--- src/rtl/flash_status_defs.svh ---
`ifndef FLASH_STATUS_DEFS_SVH
`define FLASH_STATUS_DEFS_SVH
// Function
// - Mode comes from toggle_bit_one and sector from toggle_bit_two; the host combines both.
// - The host starts a check with two reads in a row; an unchanged toggle means done.
// - If still toggling with timing_limit_flag high, the host rechecks; toggling then means failure and a reset command.
// - A host that leaves polling restarts from the first double read.
// - After any timing-limit failure the host writes the reset command.
// - The host may ignore erase_window_flag only if command gaps stay under 50 us.
// - The host confirms a sector erase by toggle_bit_one, then checks erase_window_flag around each added one.
// - Status reads use the program address or an address in an erasing sector.

// bus timing, in cycles of the 25 ns clock
`define BUS_SETUP_CYC 4'h2
`define BUS_STROBE_CYC 4'h4
`define BUS_HOLD_CYC 4'h2
`define CLK_NS 25
`define GAP_LIMIT_NS 50000
// gap bound for erase commands chained without flag checks; unused, the host reads the flag before each added sector
`define GAP_CYC ((`GAP_LIMIT_NS / `CLK_NS) - 1)
`define GAP_W 11

// status bit positions
`define BIT_DATA_POLL 7
`define BIT_TOGGLE_ONE 6
`define BIT_TIME_LIMIT 5
`define BIT_ERASE_WIN 3
`define BIT_TOGGLE_TWO 2

// command bytes and addresses
`define ADDR_UNLOCK1 22'h000555
`define ADDR_UNLOCK2 22'h0002AA
`define DATA_UNLOCK1 8'hAA
`define DATA_UNLOCK2 8'h55
`define DATA_ERASE_SETUP 8'h80
`define DATA_SECTOR_ERASE 8'h30
`define DATA_PROGRAM 8'hA0
`define DATA_RESET 8'hF0
`define DATA_SUSPEND 8'hB0
`define DATA_RESUME 8'h30
`endif

--- src/rtl/flash_status_pkg.sv ---
`default_nettype none
package flash_status_pkg;
  typedef enum logic [1:0] {
    OP_PROGRAM = 2'h0,
    OP_SECTOR_ERASE = 2'h1,
    OP_ADD_SECTOR = 2'h2,
    OP_SUSPEND = 2'h3
  } op_t;
  typedef enum logic [1:0] {
    RESULT_DONE = 2'h0,
    RESULT_FAIL = 2'h1,
    RESULT_REJECTED = 2'h2,
    RESULT_SUSPENDED = 2'h3
  } result_t;
endpackage
`default_nettype wire

--- src/rtl/flash_bus_cycle.sv ---
`include "flash_status_defs.svh"
`default_nettype none
// one read or write cycle on the parallel flash pins
module flash_bus_cycle (
  // clock and reset
  input wire logic clock,
  input wire logic sys_rst,
  // request
  input wire logic start,
  input wire logic write,
  input wire logic [21:0] addr,
  input wire logic [7:0] wdata,
  output logic done,
  output logic [7:0] rdata,
  // pins
  output logic [21:0] flash_addr,
  output logic chip_select_n,
  output logic output_strobe_n,
  output logic write_strobe_n,
  input wire logic [7:0] data_in,
  output logic [7:0] data_out,
  output logic data_oe
);
  typedef enum logic [1:0] {
    PH_IDLE = 2'h0,
    PH_SETUP = 2'h1,
    PH_STROBE = 2'h3,
    PH_HOLD = 2'h2
  } phase_t;
  phase_t phase;
  logic [3:0] count;
  logic is_write;
  logic [7:0] data_meta;
  logic [7:0] data_sync;

  // pins are asynchronous to our clock
  always_ff @(posedge clock or posedge sys_rst) begin
    if (sys_rst) begin
      data_meta <= 8'h00;
      data_sync <= 8'h00;
    end else begin
      data_meta <= data_in;
      data_sync <= data_meta;
    end
  end

  always_ff @(posedge clock or posedge sys_rst) begin
    if (sys_rst) begin
      phase <= PH_IDLE;
      count <= 4'h0;
      is_write <= 1'b0;
      flash_addr <= 22'h000000;
      data_out <= 8'h00;
      data_oe <= 1'b0;
      chip_select_n <= 1'b1;
      output_strobe_n <= 1'b1;
      write_strobe_n <= 1'b1;
      rdata <= 8'h00;
      done <= 1'b0;
    end else begin
      done <= 1'b0;
      unique case (phase)
        PH_IDLE: begin
          if (start) begin
            phase <= PH_SETUP;
            count <= `BUS_SETUP_CYC;
            is_write <= write;
            flash_addr <= addr;
            data_out <= wdata;
            data_oe <= write;
            chip_select_n <= 1'b0;
          end
        end
        PH_SETUP: begin
          if (count == 4'h1) begin
            phase <= PH_STROBE;
            count <= `BUS_STROBE_CYC;
            write_strobe_n <= ~is_write;
            output_strobe_n <= is_write;
          end else begin
            count <= count - 4'h1;
          end
        end
        PH_STROBE: begin
          // extra margin covers the two-flop input delay
          if (count == 4'h1) begin
            phase <= PH_HOLD;
            count <= `BUS_HOLD_CYC;
            write_strobe_n <= 1'b1;
            output_strobe_n <= 1'b1;
          end else begin
            count <= count - 4'h1;
          end
        end
        PH_HOLD: begin
          if (count == `BUS_HOLD_CYC && !is_write) begin
            rdata <= data_sync;
          end
          if (count == 4'h1) begin
            phase <= PH_IDLE;
            chip_select_n <= 1'b1;
            data_oe <= 1'b0;
            done <= 1'b1;
          end else begin
            count <= count - 4'h1;
          end
        end
      endcase
    end
  end
endmodule
`default_nettype wire

--- src/rtl/flash_status_host.sv ---
`include "flash_status_defs.svh"
`default_nettype none
// host sequencer: issues program, sector erase, added sector erase and
// suspend, then polls status with the toggle procedure, or reads the window flag after an added sector
module flash_status_host (
  // clock and reset
  input wire logic clock,
  input wire logic sys_rst,
  // user orders
  input wire logic op_valid,
  input wire flash_status_pkg::op_t op_kind,
  input wire logic [21:0] op_addr,
  input wire logic [7:0] op_data,
  output logic op_ready,
  output logic result_valid,
  output flash_status_pkg::result_t result_code,
  output logic erase_started,
  output logic sector_erasing,
  output logic [7:0] last_status,
  // flash pins
  output logic [21:0] flash_addr,
  output logic chip_select_n,
  output logic output_strobe_n,
  output logic write_strobe_n,
  input wire logic [7:0] data_in,
  output logic [7:0] data_out,
  output logic data_oe,
  input wire logic ready_busy_out
);
  typedef enum logic [3:0] {
    ST_IDLE = 4'h0,
    ST_CMD = 4'h1,
    ST_WIN_PRE = 4'h3,
    ST_READ1 = 4'h2,
    ST_READ2 = 4'h6,
    ST_READ3 = 4'h7,
    ST_WIN_POST = 4'h5,
    ST_RESET = 4'h4,
    ST_REPORT = 4'hC
  } state_t;
  state_t state;
  flash_status_pkg::op_t kind;
  logic [21:0] target;
  logic [7:0] payload;
  logic [2:0] step;
  logic [2:0] steps;
  logic [7:0] first_read;
  logic rb_meta;
  logic rb_sync;
  logic bus_start;
  logic bus_write;
  logic [21:0] bus_addr;
  logic [7:0] bus_wdata;
  logic bus_done;
  logic [7:0] bus_rdata;

  // write cycles of each command
  function automatic logic [2:0] cmd_len(flash_status_pkg::op_t k);
    unique case (k)
      flash_status_pkg::OP_PROGRAM: cmd_len = 3'h4;
      flash_status_pkg::OP_SECTOR_ERASE: cmd_len = 3'h6;
      flash_status_pkg::OP_ADD_SECTOR: cmd_len = 3'h1;
      flash_status_pkg::OP_SUSPEND: cmd_len = 3'h1;
    endcase
  endfunction

  function automatic logic [29:0] cmd_word(flash_status_pkg::op_t k,
      logic [2:0] i, logic [21:0] a, logic [7:0] d);
    logic [29:0] w;
    w = {a, d};
    if (k == flash_status_pkg::OP_SUSPEND) begin
      w = {a, `DATA_SUSPEND};
    end else if (k == flash_status_pkg::OP_ADD_SECTOR) begin
      w = {a, `DATA_SECTOR_ERASE};
    end else if (i == 3'h0 || i == 3'h3) begin
      w = (k == flash_status_pkg::OP_PROGRAM && i == 3'h3) ? {a, d} :
          {`ADDR_UNLOCK1, `DATA_UNLOCK1};
    end else if (i == 3'h1 || i == 3'h4) begin
      w = {`ADDR_UNLOCK2, `DATA_UNLOCK2};
    end else if (i == 3'h2) begin
      w = {`ADDR_UNLOCK1, (k == flash_status_pkg::OP_PROGRAM) ?
           `DATA_PROGRAM : `DATA_ERASE_SETUP};
    end else begin
      w = {a, `DATA_SECTOR_ERASE};
    end
    return w;
  endfunction

  function automatic logic toggled(logic [7:0] x, logic [7:0] y, int b);
    return x[b] != y[b];
  endfunction

  flash_bus_cycle bus (
    .clock(clock),
    .sys_rst(sys_rst),
    .start(bus_start),
    .write(bus_write),
    .addr(bus_addr),
    .wdata(bus_wdata),
    .done(bus_done),
    .rdata(bus_rdata),
    .flash_addr(flash_addr),
    .chip_select_n(chip_select_n),
    .output_strobe_n(output_strobe_n),
    .write_strobe_n(write_strobe_n),
    .data_in(data_in),
    .data_out(data_out),
    .data_oe(data_oe)
  );

  // busy pin from the device
  always_ff @(posedge clock or posedge sys_rst) begin
    if (sys_rst) begin
      rb_meta <= 1'b1;
      rb_sync <= 1'b1;
    end else begin
      rb_meta <= ready_busy_out;
      rb_sync <= rb_meta;
    end
  end

  assign op_ready = (state == ST_IDLE);

  // status reads go to the target address: program or erasing sector
  always_comb begin
    bus_write = (state == ST_CMD) || (state == ST_RESET);
    bus_addr = target;
    bus_wdata = 8'h00;
    if (state == ST_CMD) begin
      {bus_addr, bus_wdata} = cmd_word(kind, step, target, payload);
    end else if (state == ST_RESET) begin
      bus_wdata = `DATA_RESET;
    end
  end

  always_ff @(posedge clock or posedge sys_rst) begin
    if (sys_rst) begin
      state <= ST_IDLE;
      kind <= flash_status_pkg::OP_PROGRAM;
      target <= 22'h000000;
      payload <= 8'h00;
      step <= 3'h0;
      steps <= 3'h0;
      first_read <= 8'h00;
      bus_start <= 1'b0;
      result_valid <= 1'b0;
      result_code <= flash_status_pkg::RESULT_DONE;
      last_status <= 8'h00;
      erase_started <= 1'b0;
      sector_erasing <= 1'b0;
    end else begin
      bus_start <= 1'b0;
      result_valid <= 1'b0;
      unique case (state)
        ST_IDLE: begin
          if (op_valid) begin
            kind <= op_kind;
            target <= op_addr;
            payload <= op_data;
            step <= 3'h0;
            steps <= cmd_len(op_kind);
            bus_start <= 1'b1;
            // check the window flag before an added sector
            state <= (op_kind == flash_status_pkg::OP_ADD_SECTOR) ?
                     ST_WIN_PRE : ST_CMD;
          end
        end
        ST_WIN_PRE: begin
          if (bus_done) begin
            last_status <= bus_rdata;
            erase_started <= bus_rdata[`BIT_ERASE_WIN];
            // flag read before every added sector, so gaps need no bound
            if (bus_rdata[`BIT_ERASE_WIN]) begin
              // erasing already: added sectors would be ignored
              result_code <= flash_status_pkg::RESULT_REJECTED;
              state <= ST_REPORT;
            end else begin
              bus_start <= 1'b1;
              state <= ST_CMD;
            end
          end
        end
        ST_CMD: begin
          if (bus_done) begin
            bus_start <= 1'b1;
            if (step == steps - 3'h1) begin
              state <= (kind == flash_status_pkg::OP_ADD_SECTOR) ?
                       ST_WIN_POST : ST_READ1;
            end else begin
              step <= step + 3'h1;
            end
          end
        end
        ST_WIN_POST: begin
          if (bus_done) begin
            last_status <= bus_rdata;
            erase_started <= bus_rdata[`BIT_ERASE_WIN];
            result_code <= bus_rdata[`BIT_ERASE_WIN] ?
                flash_status_pkg::RESULT_REJECTED :
                flash_status_pkg::RESULT_DONE;
            state <= ST_REPORT;
          end
        end
        // every poll starts with a fresh pair of reads
        ST_READ1: begin
          if (bus_done) begin
            first_read <= bus_rdata;
            bus_start <= 1'b1;
            state <= ST_READ2;
          end
        end
        ST_READ2: begin
          if (bus_done) begin
            last_status <= bus_rdata;
            erase_started <= bus_rdata[`BIT_ERASE_WIN];
            // a stopped pair may straddle status and array data, so
            // toggle two only counts while erasing or suspended
            sector_erasing <= toggled(first_read, bus_rdata,
                `BIT_TOGGLE_TWO) &&
                (kind == flash_status_pkg::OP_SUSPEND ||
                toggled(first_read, bus_rdata, `BIT_TOGGLE_ONE));
            if (!toggled(first_read, bus_rdata, `BIT_TOGGLE_ONE)) begin
              // stopped: done, or suspended when the order was a suspend
              result_code <= (kind == flash_status_pkg::OP_SUSPEND) ?
                  flash_status_pkg::RESULT_SUSPENDED :
                  flash_status_pkg::RESULT_DONE;
              state <= ST_REPORT;
            end else if (bus_rdata[`BIT_TIME_LIMIT]) begin
              first_read <= bus_rdata;
              bus_start <= 1'b1;
              state <= ST_READ3;
            end else begin
              bus_start <= 1'b1;
              state <= ST_READ1;
            end
          end
        end
        ST_READ3: begin
          if (bus_done) begin
            last_status <= bus_rdata;
            if (toggled(first_read, bus_rdata, `BIT_TOGGLE_ONE)) begin
              result_code <= flash_status_pkg::RESULT_FAIL;
              bus_start <= 1'b1;
              state <= ST_RESET;
            end else begin
              result_code <= flash_status_pkg::RESULT_DONE;
              state <= ST_REPORT;
            end
          end
        end
        ST_RESET: begin
          if (bus_done) begin
            state <= ST_REPORT;
          end
        end
        ST_REPORT: begin
          // device must be idle or suspended before the next order, unless the order was rejected
          if (rb_sync || result_code ==
              flash_status_pkg::RESULT_REJECTED) begin
            result_valid <= 1'b1;
            state <= ST_IDLE;
          end
        end
      endcase
    end
  end
endmodule
`default_nettype wire

--- config.mk ---
export PLATFORM = sky130hd
export DESIGN_NAME = flash_status_host
export DESIGN_NICKNAME = d
export VERILOG_FILES = /design/src/rtl/flash_status_pkg.sv /design/src/rtl/flash_bus_cycle.sv /design/src/rtl/flash_status_host.sv
export VERILOG_INCLUDE_DIRS = /design/src /design/src/rtl
export SDC_FILE = /design/constraint.sdc
export NUM_CORES = 1
export LEC_CHECK = 0
export BUFFER_PORTS_ARGS = -buffer_cell sky130_fd_sc_hd__buf_2
export CORE_ASPECT_RATIO = 0.5
export CORE_MARGIN = 4
export CORE_UTILIZATION = 45
export CTS_CLUSTER_SIZE = 30
export DETAILED_ROUTE_END_ITERATION = 10
export PLACE_DENSITY = 0.66
export REMOVE_ABC_BUFFERS = 1
export SYNTH_ARGS = -nofsm -noshare
export SYNTH_HDL_FRONTEND = slang
export SYNTH_SLANG_ARGS = --single-unit
--- constraint.sdc ---
create_clock -name clock -period 5.83 [get_ports clock]
set_clock_uncertainty 0.2 [all_clocks]
set_input_delay 1.166 -clock clock [delete_from_list [all_inputs] [get_ports clock]]
set_output_delay 1.166 -clock clock [all_outputs]
set_load 0.01 [all_outputs]
==> results of run 1 <==
worst paths after layout:
path                             startpoint               end  slack [ps]
max                                state[2]          op_ready        2700
min                        bus.data_meta[3]  bus.data_sync[3]         150
max reg2reg                        state[2]        target[14]        3050
min reg2reg                bus.data_meta[3]  bus.data_sync[3]         150
max in group asynchronous           sys_rst       bus.data_oe        3520
min in group asynchronous           sys_rst        target[13]         730
final cells by class:
class | count | area share
inverters | 17 | 0.00970
repair buffers | 94 | 0.0699
flip-flops and latches | 126 | 0.462
clock inverters | 10 | 0.0236
clock buffers | 21 | 0.0688
multi-input cells | 309 | 0.336
well taps | 165 | 0.0302
stage by stage:
stage / instance area (um2) / worst slack [ps] / hold WS, ps
final: 6840 / 2700 / 147
after global routing: 6840 / 2620 / 154
after CTS: 6840 / 2690 / 149
after detailed placement: 6200 / 2840 / 135
after global placement: 6200 / 2850 / 131
after floorplan: 5520 / 1120 / 131
routing by layer:
metal  vias up  part of all wire
li1       1913                 -
met1      1925              0.51
met2       108              0.43
met3        14             0.054
met4         0             0.013
met5         -                 0
logic make-up after synthesis:
| logic type | share of synthesized area |
|---|---|
| compound gates | 0.147 |
| xor+xnor | 0.0147 |
| fa+ha+maj | 0.0198 |
| buf+inv | 0.0416 |
| flops | 0.555 |
| mux | 0.110 |
| simple gates | 0.112 |
flip-flops by register name (all words and copies together), names as in the netlist, 3 cells and up:
register	flops
bus.flash_addr	22
last_status	8
bus.data_out	8
bus.count	4
steps	3
step	3
state	4
target	22
bus.rdata	8
bus.data_meta	8
bus.data_sync	8
payload	8
layout by cell type (no fill, tap or decap), types with 8 or more instances in the layout:
cell type,instances
nand3_1,8
a21oi_1,12
mux2_2,49
buf_2,91
clkbuf_16,17
nor2_1,28
ha_1,9
a22o_1,13
a31oi_1,18
dfrtp_1,121
inv_1,16
nand2_1,34
nor2b_1,9
o21ai_0,31
power by group through the flow:
| stage | sequential, W | combinational, W | clock, W |
|---|---|---|---|
| final | 0.00153 | 0.00136 | 0.00112 |
| after global routing | 0.00159 | 0.00152 | 0.00117 |
| after CTS | 0.00153 | 0.00137 | 0.00114 |
| after detailed placement | 0.00155 | 0.00136 | 0 |
| after global placement | 0.00153 | 0.00133 | 0 |
| after floorplan | 0.00152 | 0.000943 | 0 |
==> results.yml, run 1 <==
worst_setup_path:
  worstPathRequired_ps: 4460
  r2r_cells: 4
  critical_path_arrival_ps: 1770
  cp.depth: 2
  path_max_fanout: 27
  cp_num_buf_inv: 1
  cp_slowest_cell: "dfrtp_1"
  end_kind: "output port"
  critPathKind: "reg2out"
  crit_family: "flip-flops"
  crit_path_max_incr_delay_ps: 710
  worstSetupStartpointType: "register"
  path_cells: "nor4_4 > buf_2"
power:
  clkPwrFrac: 0.279
  irDropWorstVdd_v: 0.000260
  seqPwrFrac: 0.382
  comb_power_share: 0.339
  p_total_w: 0.00401
  internal_power_w: 0.00261
  p_switching_w: 0.00140
  switching_share: 0.350
  powerDensity_nw_per_um2: 586
  leakage_nw: 3.19
timing:
  post-route-min-period_ps: 3130
  period_share: 0.537
  setup_tns_ps: 0
  tightest_slew_ps: 1030
  relSlewSlack: 0.316
  setup_viol: 0
  rsz0062_at_grt: "no"
  hold_viol: 0
  maxSlewViolCount: 0
  fmax_ghz: 0.319
worst_hold_path:
  holdPathStages: 0
  hold_path_class: "reg2reg"
die:
  fp.dieW_um: 167
  ios: 92
  coreArea_um2: 12100
  die_h_um: 87.5
  rows: 28
  die_area_um2: 14600
  start_util: 0.471
cts:
  cts.path.max_buffers: 2
  cts_tree: "done"
  ctsHoldBuffers: 0
  clk_pin_slew_worst_paths_ps: 50
  clkLatencyLatePin_ps: 410
  cts_resized: 0
  ctsHtreeMaxLevel: 4
  cts-buffers-inserted: 17
  cts_setup_buffers: 0
  clock_sinks: 126
  cts_root_buf: "clkbuf_16"
layout:
  fillers: 1061
  diodes: 0
  drive_above_1_share: 0.336
  final_core_util: 0.566
  fin_cells: 742
  regArea_um2: 3160
  multi_input_area_um2: 2290
  nNetsFinal: 618
  area_delta_synth_final_pct: 20.1
global_routing:
  gr-usage-met2: 0.260
  grtUsageTotal: 0.172
  grtUsageMet3: 0.0458
  grt_max_degree: 74
  grt_pass1_vias: 3929
  grt_remaining_overflow: 0
  grt_antenna_before_repair: 0
  grt_util_met1: 0.243
  grt_pass1_wl_um: 20000
  gr-max-usage-layer: "met2"
logic_synthesis:
  yosys-top-cells-count: "dfrtp_1 (121), mux2_2 (49), nand2_1 (34)"
  syn_avg_cell_area_um2: 11.8
  synth_top_area_share: 0.532
  synth_top_cell_by_area: "dfrtp_1"
  ys_async_sr_fraction: 1.00
  ys.warnings.count: 0
  netlist_top_cells_area: "dfrtp_1 (53%), mux2_2 (9.7%), o21ai_0 (2.7%)"
  syn_area_um2: 5690
  synth_most_common_cell: "dfrtp_1"
  yosysUniqueCellTypes: 66
  synthFlopType: "dfrtp_1"
  synth_seq_cells: 126
  synth_cells: 481
  synth_edf_count: 0
  synth-seq-area-share: 0.555
job:
  cap_violations: 0
placement:
  place_inst: 711
  io_buffer_count: 91
  dp_hpwl_um: 8400
  place.gp.congestion: 0.875
drt:
  drtAntennaViolNets: 0
  num_vias: 3960
  first_pass_iters: 4
  initialDrtViolationCount: 290
  wl_per_cell_um: 16.2
  drc: 0
  wirelength_um: 12000
  via_per_inst: 5.34
outcome:
  status: "finished clean"
No activity file was read; power rests on OpenSTA's default activity.
==> inputs of run 2 (changes only) <==
--- a/config.mk
+++ b/config.mk
@@ -6,6 +6,7 @@
 export SDC_FILE = /design/constraint.sdc
 export NUM_CORES = 1
 export LEC_CHECK = 0
+export ABC_AREA = 1
 export BUFFER_PORTS_ARGS = -buffer_cell sky130_fd_sc_hd__buf_2
 export CORE_ASPECT_RATIO = 0.5
 export CORE_MARGIN = 4
==> constraint.sdc (replaced) <==
create_clock -name clock -period 3.1 [get_ports clock]
set_clock_uncertainty 0.2 [all_clocks]
set_input_delay 0.62 -clock clock [delete_from_list [all_inputs] [get_ports clock]]
set_output_delay 0.62 -clock clock [all_outputs]
set_load 0.01 [all_outputs]
==> run 2 against run 1 <==
Against the previous run: clock power increased by 81%; cell area increased by 1.6%; largest power group unchanged; global-route usage increased by 2.1 points; highest routed layer unchanged; synthesized cell count increased by 38%; die area increased by 0.96%; hold slack got worse by 90 ps; via count increased by 17%; cell count increased by 27%; setup slack got worse by 1900 ps; critical endpoint unchanged; routed wire length increased by 10%; sequential power increased by 77%.
==> results.yml, run 2 <==
layout:
  largestRegisters: "bus.flash_addr: 22 flops, target: 22 flops"
  nNetsFinal: 817
  final_core_util: 0.571
  final_cell_mix: "nand2_1 (230), dfrtp_1 (121), buf_2 (91)"
  fillers: 1118
  area_delta_synth_final_pct: 20.8
  final_common_cell: "nand2_1"
  drive_above_1_share: 0.225
  diodes: 0
global_routing:
  grt_antenna_before_repair: 0
  grt_remaining_overflow: 0
  grt_pass1_wl_um: 22600
  grtUsageTotal: 0.193
  grt_max_degree: 48
  grt_pass1_vias: 4578
logic_synthesis:
  synth_cells: 666
  synth_edf_count: 0
  synthFlopType: "dfrtp_1"
  synth_most_common_cell: "nand2_1"
  ys_async_sr_fraction: 1.00
  syn_avg_cell_area_um2: 8.63
  synth-seq-area-share: 0.550
  ys.warnings.count: 0
  yosysUniqueCellTypes: 38
  synth_top_cell_by_area: "dfrtp_1"
  synth_seq_cells: 126
  synth_top_area_share: 0.527
  yosys-top-cells-count: "nand2_1 (230), dfrtp_1 (121), inv_1 (51)"
  netlist_top_cells_area: "dfrtp_1 (53%), nand2_1 (15%), o21ai_0 (4.1%)"
  syn_area_um2: 5750
die:
  coreArea_um2: 12200
  rows: 28
  start_util: 0.473
  fp.dieW_um: 168
  die_h_um: 87.9
  die_area_um2: 14800
  ios: 92
worst_setup_path:
  cp_num_buf_inv: 2
  worstPathRequired_ps: 2280
  regToRegEndpoint: "bus.data_out[0]"
  critPathKind: "reg2out"
  crit_family: "flip-flops"
  cp.depth: 4
  path_max_fanout: 7
  end_kind: "output port"
  worstSetupStartpointType: "register"
  critical_path_arrival_ps: 1450
  timing.rr.start: "bus.phase[0]"
  r2r_cells: 7
  crit_end: "op_ready"
  rrSetupSlack_ps: 850
  critPathLaunch: "state[1]"
  cp_slowest_cell: "dfrtp_1"
  path_cells: "nor2_4 > nand2_2 > inv_1 > buf_2"
  crit_path_max_incr_delay_ps: 510
timing:
  setup_tns_ps: 0
  setup_viol: 0
  maxSlewViolCount: 0
  fin_ws_ps: 826
  post-route-min-period_ps: 2270
  fmax_ghz: 0.440
  hold_viol: 0
  tightest_slew_ps: 747
  hold_ws_ps: 57.2
  period_share: 0.733
  relSlewSlack: 0.502
  rsz0062_at_grt: "no"
cts:
  cts.path.max_buffers: 2
  ctsHoldBuffers: 0
  cts_tree: "done"
  clkLatencyLatePin_ps: 420
  cts-buffers-inserted: 17
  clk_pin_slew_worst_paths_ps: 60
  cts_setup_buffers: 0
  ctsHtreeMaxLevel: 4
  cts_resized: 0
  cts_root_buf: "clkbuf_16"
  clock_sinks: 126
drt:
  wirelength_um: 13300
  drc: 0
  num_vias: 4630
  drtAntennaViolNets: 0
  first_pass_iters: 4
  initialDrtViolationCount: 327
  wl_per_cell_um: 14.1
  via_per_inst: 4.92
power:
  p_total_w: 0.00729
  irDropWorstVdd_v: 0.000423
  powerDensity_nw_per_um2: 1050
  leakage_nw: 3.67
worst_hold_path:
  hold_path_class: "in2async"
placement:
  pre_cts_slack_ps: 854
  dp_hpwl_um: 9290
  place.gp.congestion: 0.923
  io_buffer_count: 91
outcome:
  status: "finished clean"
job:
  cap_violations: 0
==> run 2: area by class of cell <==
cell class	instances	area (um2)	share of cell area
Timing Repair Buffer	96	505	0.0728
Inverter	60	229	0.0330
Multi-Input combinational cell	463	2240	0.323
Clock buffer	17	425	0.0612
Clock inverter	15	176	0.0254
Sequential cell	126	3160	0.455
Tap cell	165	206	0.0297
==> run 2: cell families (layout without fill, tap and decap cells) <==
logic type / Yosys count / in the layout / synth area share
fa+ha+maj: 9 / 9 / 0.0196
buf+inv: 77 / 188 / 0.0601
compound gates: 101 / 101 / 0.0977
simple gates: 349 / 349 / 0.267
flops: 126 / 126 / 0.550
xor+xnor: 3 / 3 / 0.00457
mux: 1 / 1 / 0.00196
==> run 2: per-stage QoR <==
step / std cells / area (um2)
4_1_cts: 942 / 6950
5_1_grt: 942 / 6950
6_report: 942 / 6950
2_1_floorplan: 649 / 5630
3_3_place_gp: 910 / 6340
3_5_place_dp: 910 / 6340
==> run 2: power breakdown <==
part	switching, W	internal (W)	total, W	leakage [nW]
clock	0.000817	0.00121	0.00203	0.283
sequential	0.000430	0.00228	0.00271	1.57
combinational	0.00165	0.000897	0.00255	1.82
total	0.00290	0.00439	0.00729	3.67
==> run 2: worst min-delay path by stage <==
stage / start / end / slack, ps
5_1_grt: ready_busy_out / rb_meta / 90
3_5_place_dp: bus.data_meta[5] / bus.data_sync[5] / 130
6_report: sys_rst / bus.data_meta[7] / 60
2_1_floorplan: bus.data_meta[0] / bus.data_sync[0] / 130
3_3_place_gp: bus.data_meta[7] / bus.data_sync[7] / 130
4_1_cts: sys_rst / bus.data_meta[7] / 80
==> run 2: layer usage <==
| metal | part of all wire | global-route usage | routed length [um] |
|---|---|---|---|
| met1 | 0.49 | 0.266 | 6580 |
| met2 | 0.46 | 0.306 | 6120 |
| met3 | 0.039 | 0.0478 | 525 |
| met4 | 0.0060 | 0.0567 | 80 |
| met5 | 0 | 0 | 0 |
==> inputs of run 3 (changes only) <==
==> constraint.sdc (replaced) <==
create_clock -name clock -period 2.1 [get_ports clock]
set_clock_uncertainty 0.2 [all_clocks]
set_input_delay 0.42 -clock clock [delete_from_list [all_inputs] [get_ports clock]]
set_output_delay 0.42 -clock clock [all_outputs]
set_load 0.01 [all_outputs]
==> run 3 against run 2 <==
Against the previous run: total power grew 45%; cell count grew 3.5%; count of clock-buffer cells in the layout grew 2; largest cell class unchanged.
==> results.yml, run 3 (synthesis gave the netlist of run 2 again) <==
outcome:
  status: "finished clean"
power:
  internal_power_w: 0.00638
  seqPwrFrac: 0.378
  leakage_nw: 3.79
  irDropWorstVdd_v: 0.000612
  clkPwrFrac: 0.248
  p_switching_w: 0.00421
  powerDensity_nw_per_um2: 1470
  switching_share: 0.397
  comb_power_share: 0.375
  p_total_w: 0.0106
global_routing:
  grt_max_degree: 47
  grt_pass1_wl_um: 22700
  grt_antenna_before_repair: 0
  grt_remaining_overflow: 0
  grtUsageTotal: 0.194
  grt_pass1_vias: 4802
timing:
  hold_viol: 0
  hold_ws_ps: 10.7
  tightest_slew_ps: 537
  post-route-min-period_ps: 1990
  period_share: 0.949
  maxSlewViolCount: 0
  fmax_ghz: 0.502
  setup_viol: 0
  relSlewSlack: 0.642
  fin_ws_ps: 108
layout:
  final_core_util: 0.592
  fillers: 1087
  final_common_cell: "nand2_1"
  largestRegisters: "bus.flash_addr: 22 flops, target: 22 flops"
  final_cell_mix: "nand2_1 (229), dfrtp_1 (119), buf_2 (91)"
  drive_above_1_share: 0.238
  diodes: 0
  area_delta_synth_final_pct: 25.3
  nNetsFinal: 850
  regArea_um2: 3160
  multi_input_area_um2: 2260
cts:
  clkLatencyLatePin_ps: 410
  cts-buffers-inserted: 17
  cts.path.max_buffers: 2
  cts_tree: "done"
  ctsHtreeMaxLevel: 4
  cts_root_buf: "clkbuf_16"
  clk_pin_slew_worst_paths_ps: 60
  clock_sinks: 126
placement:
  pre_cts_slack_ps: 95.1
  dp_hpwl_um: 9430
  io_buffer_count: 91
  place.gp.congestion: 0.936
worst_setup_path:
  end_kind: "output port"
  critPathKind: "reg2out"
  worstPathRequired_ps: 1480
  worstSetupStartpointType: "register"
  cp_num_buf_inv: 2
  path_max_fanout: 7
  cp_slowest_cell: "dfrtp_1"
  path_cells: "nor2_4 > nand2_2 > inv_1 > buf_2"
  critical_path_arrival_ps: 1370
  crit_family: "flip-flops"
  crit_path_max_incr_delay_ps: 510
die:
  fp.dieW_um: 168
  ios: 92
  die_area_um2: 14800
  die_h_um: 87.9
  start_util: 0.473
  coreArea_um2: 12200
  rows: 28
drt:
  initialDrtViolationCount: 422
  wirelength_um: 13400
  first_pass_iters: 6
  drtAntennaViolNets: 0
  wl_per_cell_um: 13.7
  num_vias: 4813
  drc: 0
  via_per_inst: 4.94
worst_hold_path:
  hold_path_class: "in2reg"
job:
  cap_violations: 0
## run 3: changes by cell type in the layout (fill, tap and decap cells not counted), sizes merged
cell | previous run | this run
clkbuf | 17 | 19
inv | 66 | 62
dlygate4sd3 | 0 | 17
bufinv | 2 | 0
buf | 96 | 112
clkinvlp | 4 | 6
clkinv | 3 | 5
## run 3: timing repair
action                                  in CTS  in global routing
hold endpoints to repair                    43                  0
endpoints found under the setup margin       1                 23
hold buffers                                17                  0
buffers inserted                             1                  2
pin swaps                                    1                  1
resized for setup                            0                  5
## run 3: cell type report
cell class                 instances  share of cell area
timing repair buffer             129               0.112
multi-input combinational        463               0.314
clock inverter                    13              0.0127
sequential                       126               0.439
clock buffer                      19              0.0615
inverter                          60              0.0318
tap                              165              0.0287
## run 3: path summary, 6_finish.rpt
check / depth (start not counted) / start / to / slack (ps)
max in group asynchronous: 4 / sys_rst / bus.chip_select_n / 670
setup reg to reg: 11 / step[0] / bus.flash_addr[4] / 150
min in group asynchronous: 3 / sys_rst / last_status[7] / 400
setup / recovery: 4 / state[1] / op_ready / 110
hold reg to reg: 0 / bus.data_meta[6] / bus.data_sync[6] / 140
hold / removal: 3 / op_addr[3] / target[3] / 10
## run 3: metrics by stage
| step | cell area [um2] | instances | setup TNS, ps |
|---|---|---|---|
| 2_1_floorplan | 5630 | 649 | -238320 |
| 3_3_place_gp | 6450 | 923 | 0 |
| 3_5_place_dp | 6450 | 923 | 0 |
| 4_1_cts | 7170 | 973 | 0 |
| 5_1_grt | 7200 | 975 | -6.42 |
| 6_report | 7200 | 975 | 0 |
## run 3: power by group through the flow
stage               combinational, W  clock, W  sequential (W)
floorplan                    0.00248         0         0.00407
global placement             0.00378         0         0.00400
detailed placement           0.00387         0         0.00402
CTS                          0.00393   0.00267         0.00399
global route                 0.00453   0.00280         0.00412
finish                       0.00397   0.00262         0.00400
## run 3: metal layers
layer | global-route usage | share of wire | vias up
met5 | 0 | 0 | -
met4 | 0.0670 | 0.011 | 0
met3 | 0.0433 | 0.049 | 12
met2 | 0.324 | 0.47 | 113
met1 | 0.254 | 0.47 | 2300
li1 | - | - | 2388
## run 3: worst register-to-register path, cell delays in order (launching register included)
cell and delay, ps:
dfrtp_2 410, inv_1 90, ha_1 200, inv_1 110
nand2_1 110, o21ai_4 130, inv_1 140, nor2_4 170
o21ai_0 130, nand3_1 90, nand2_1 50, nand2_1 60
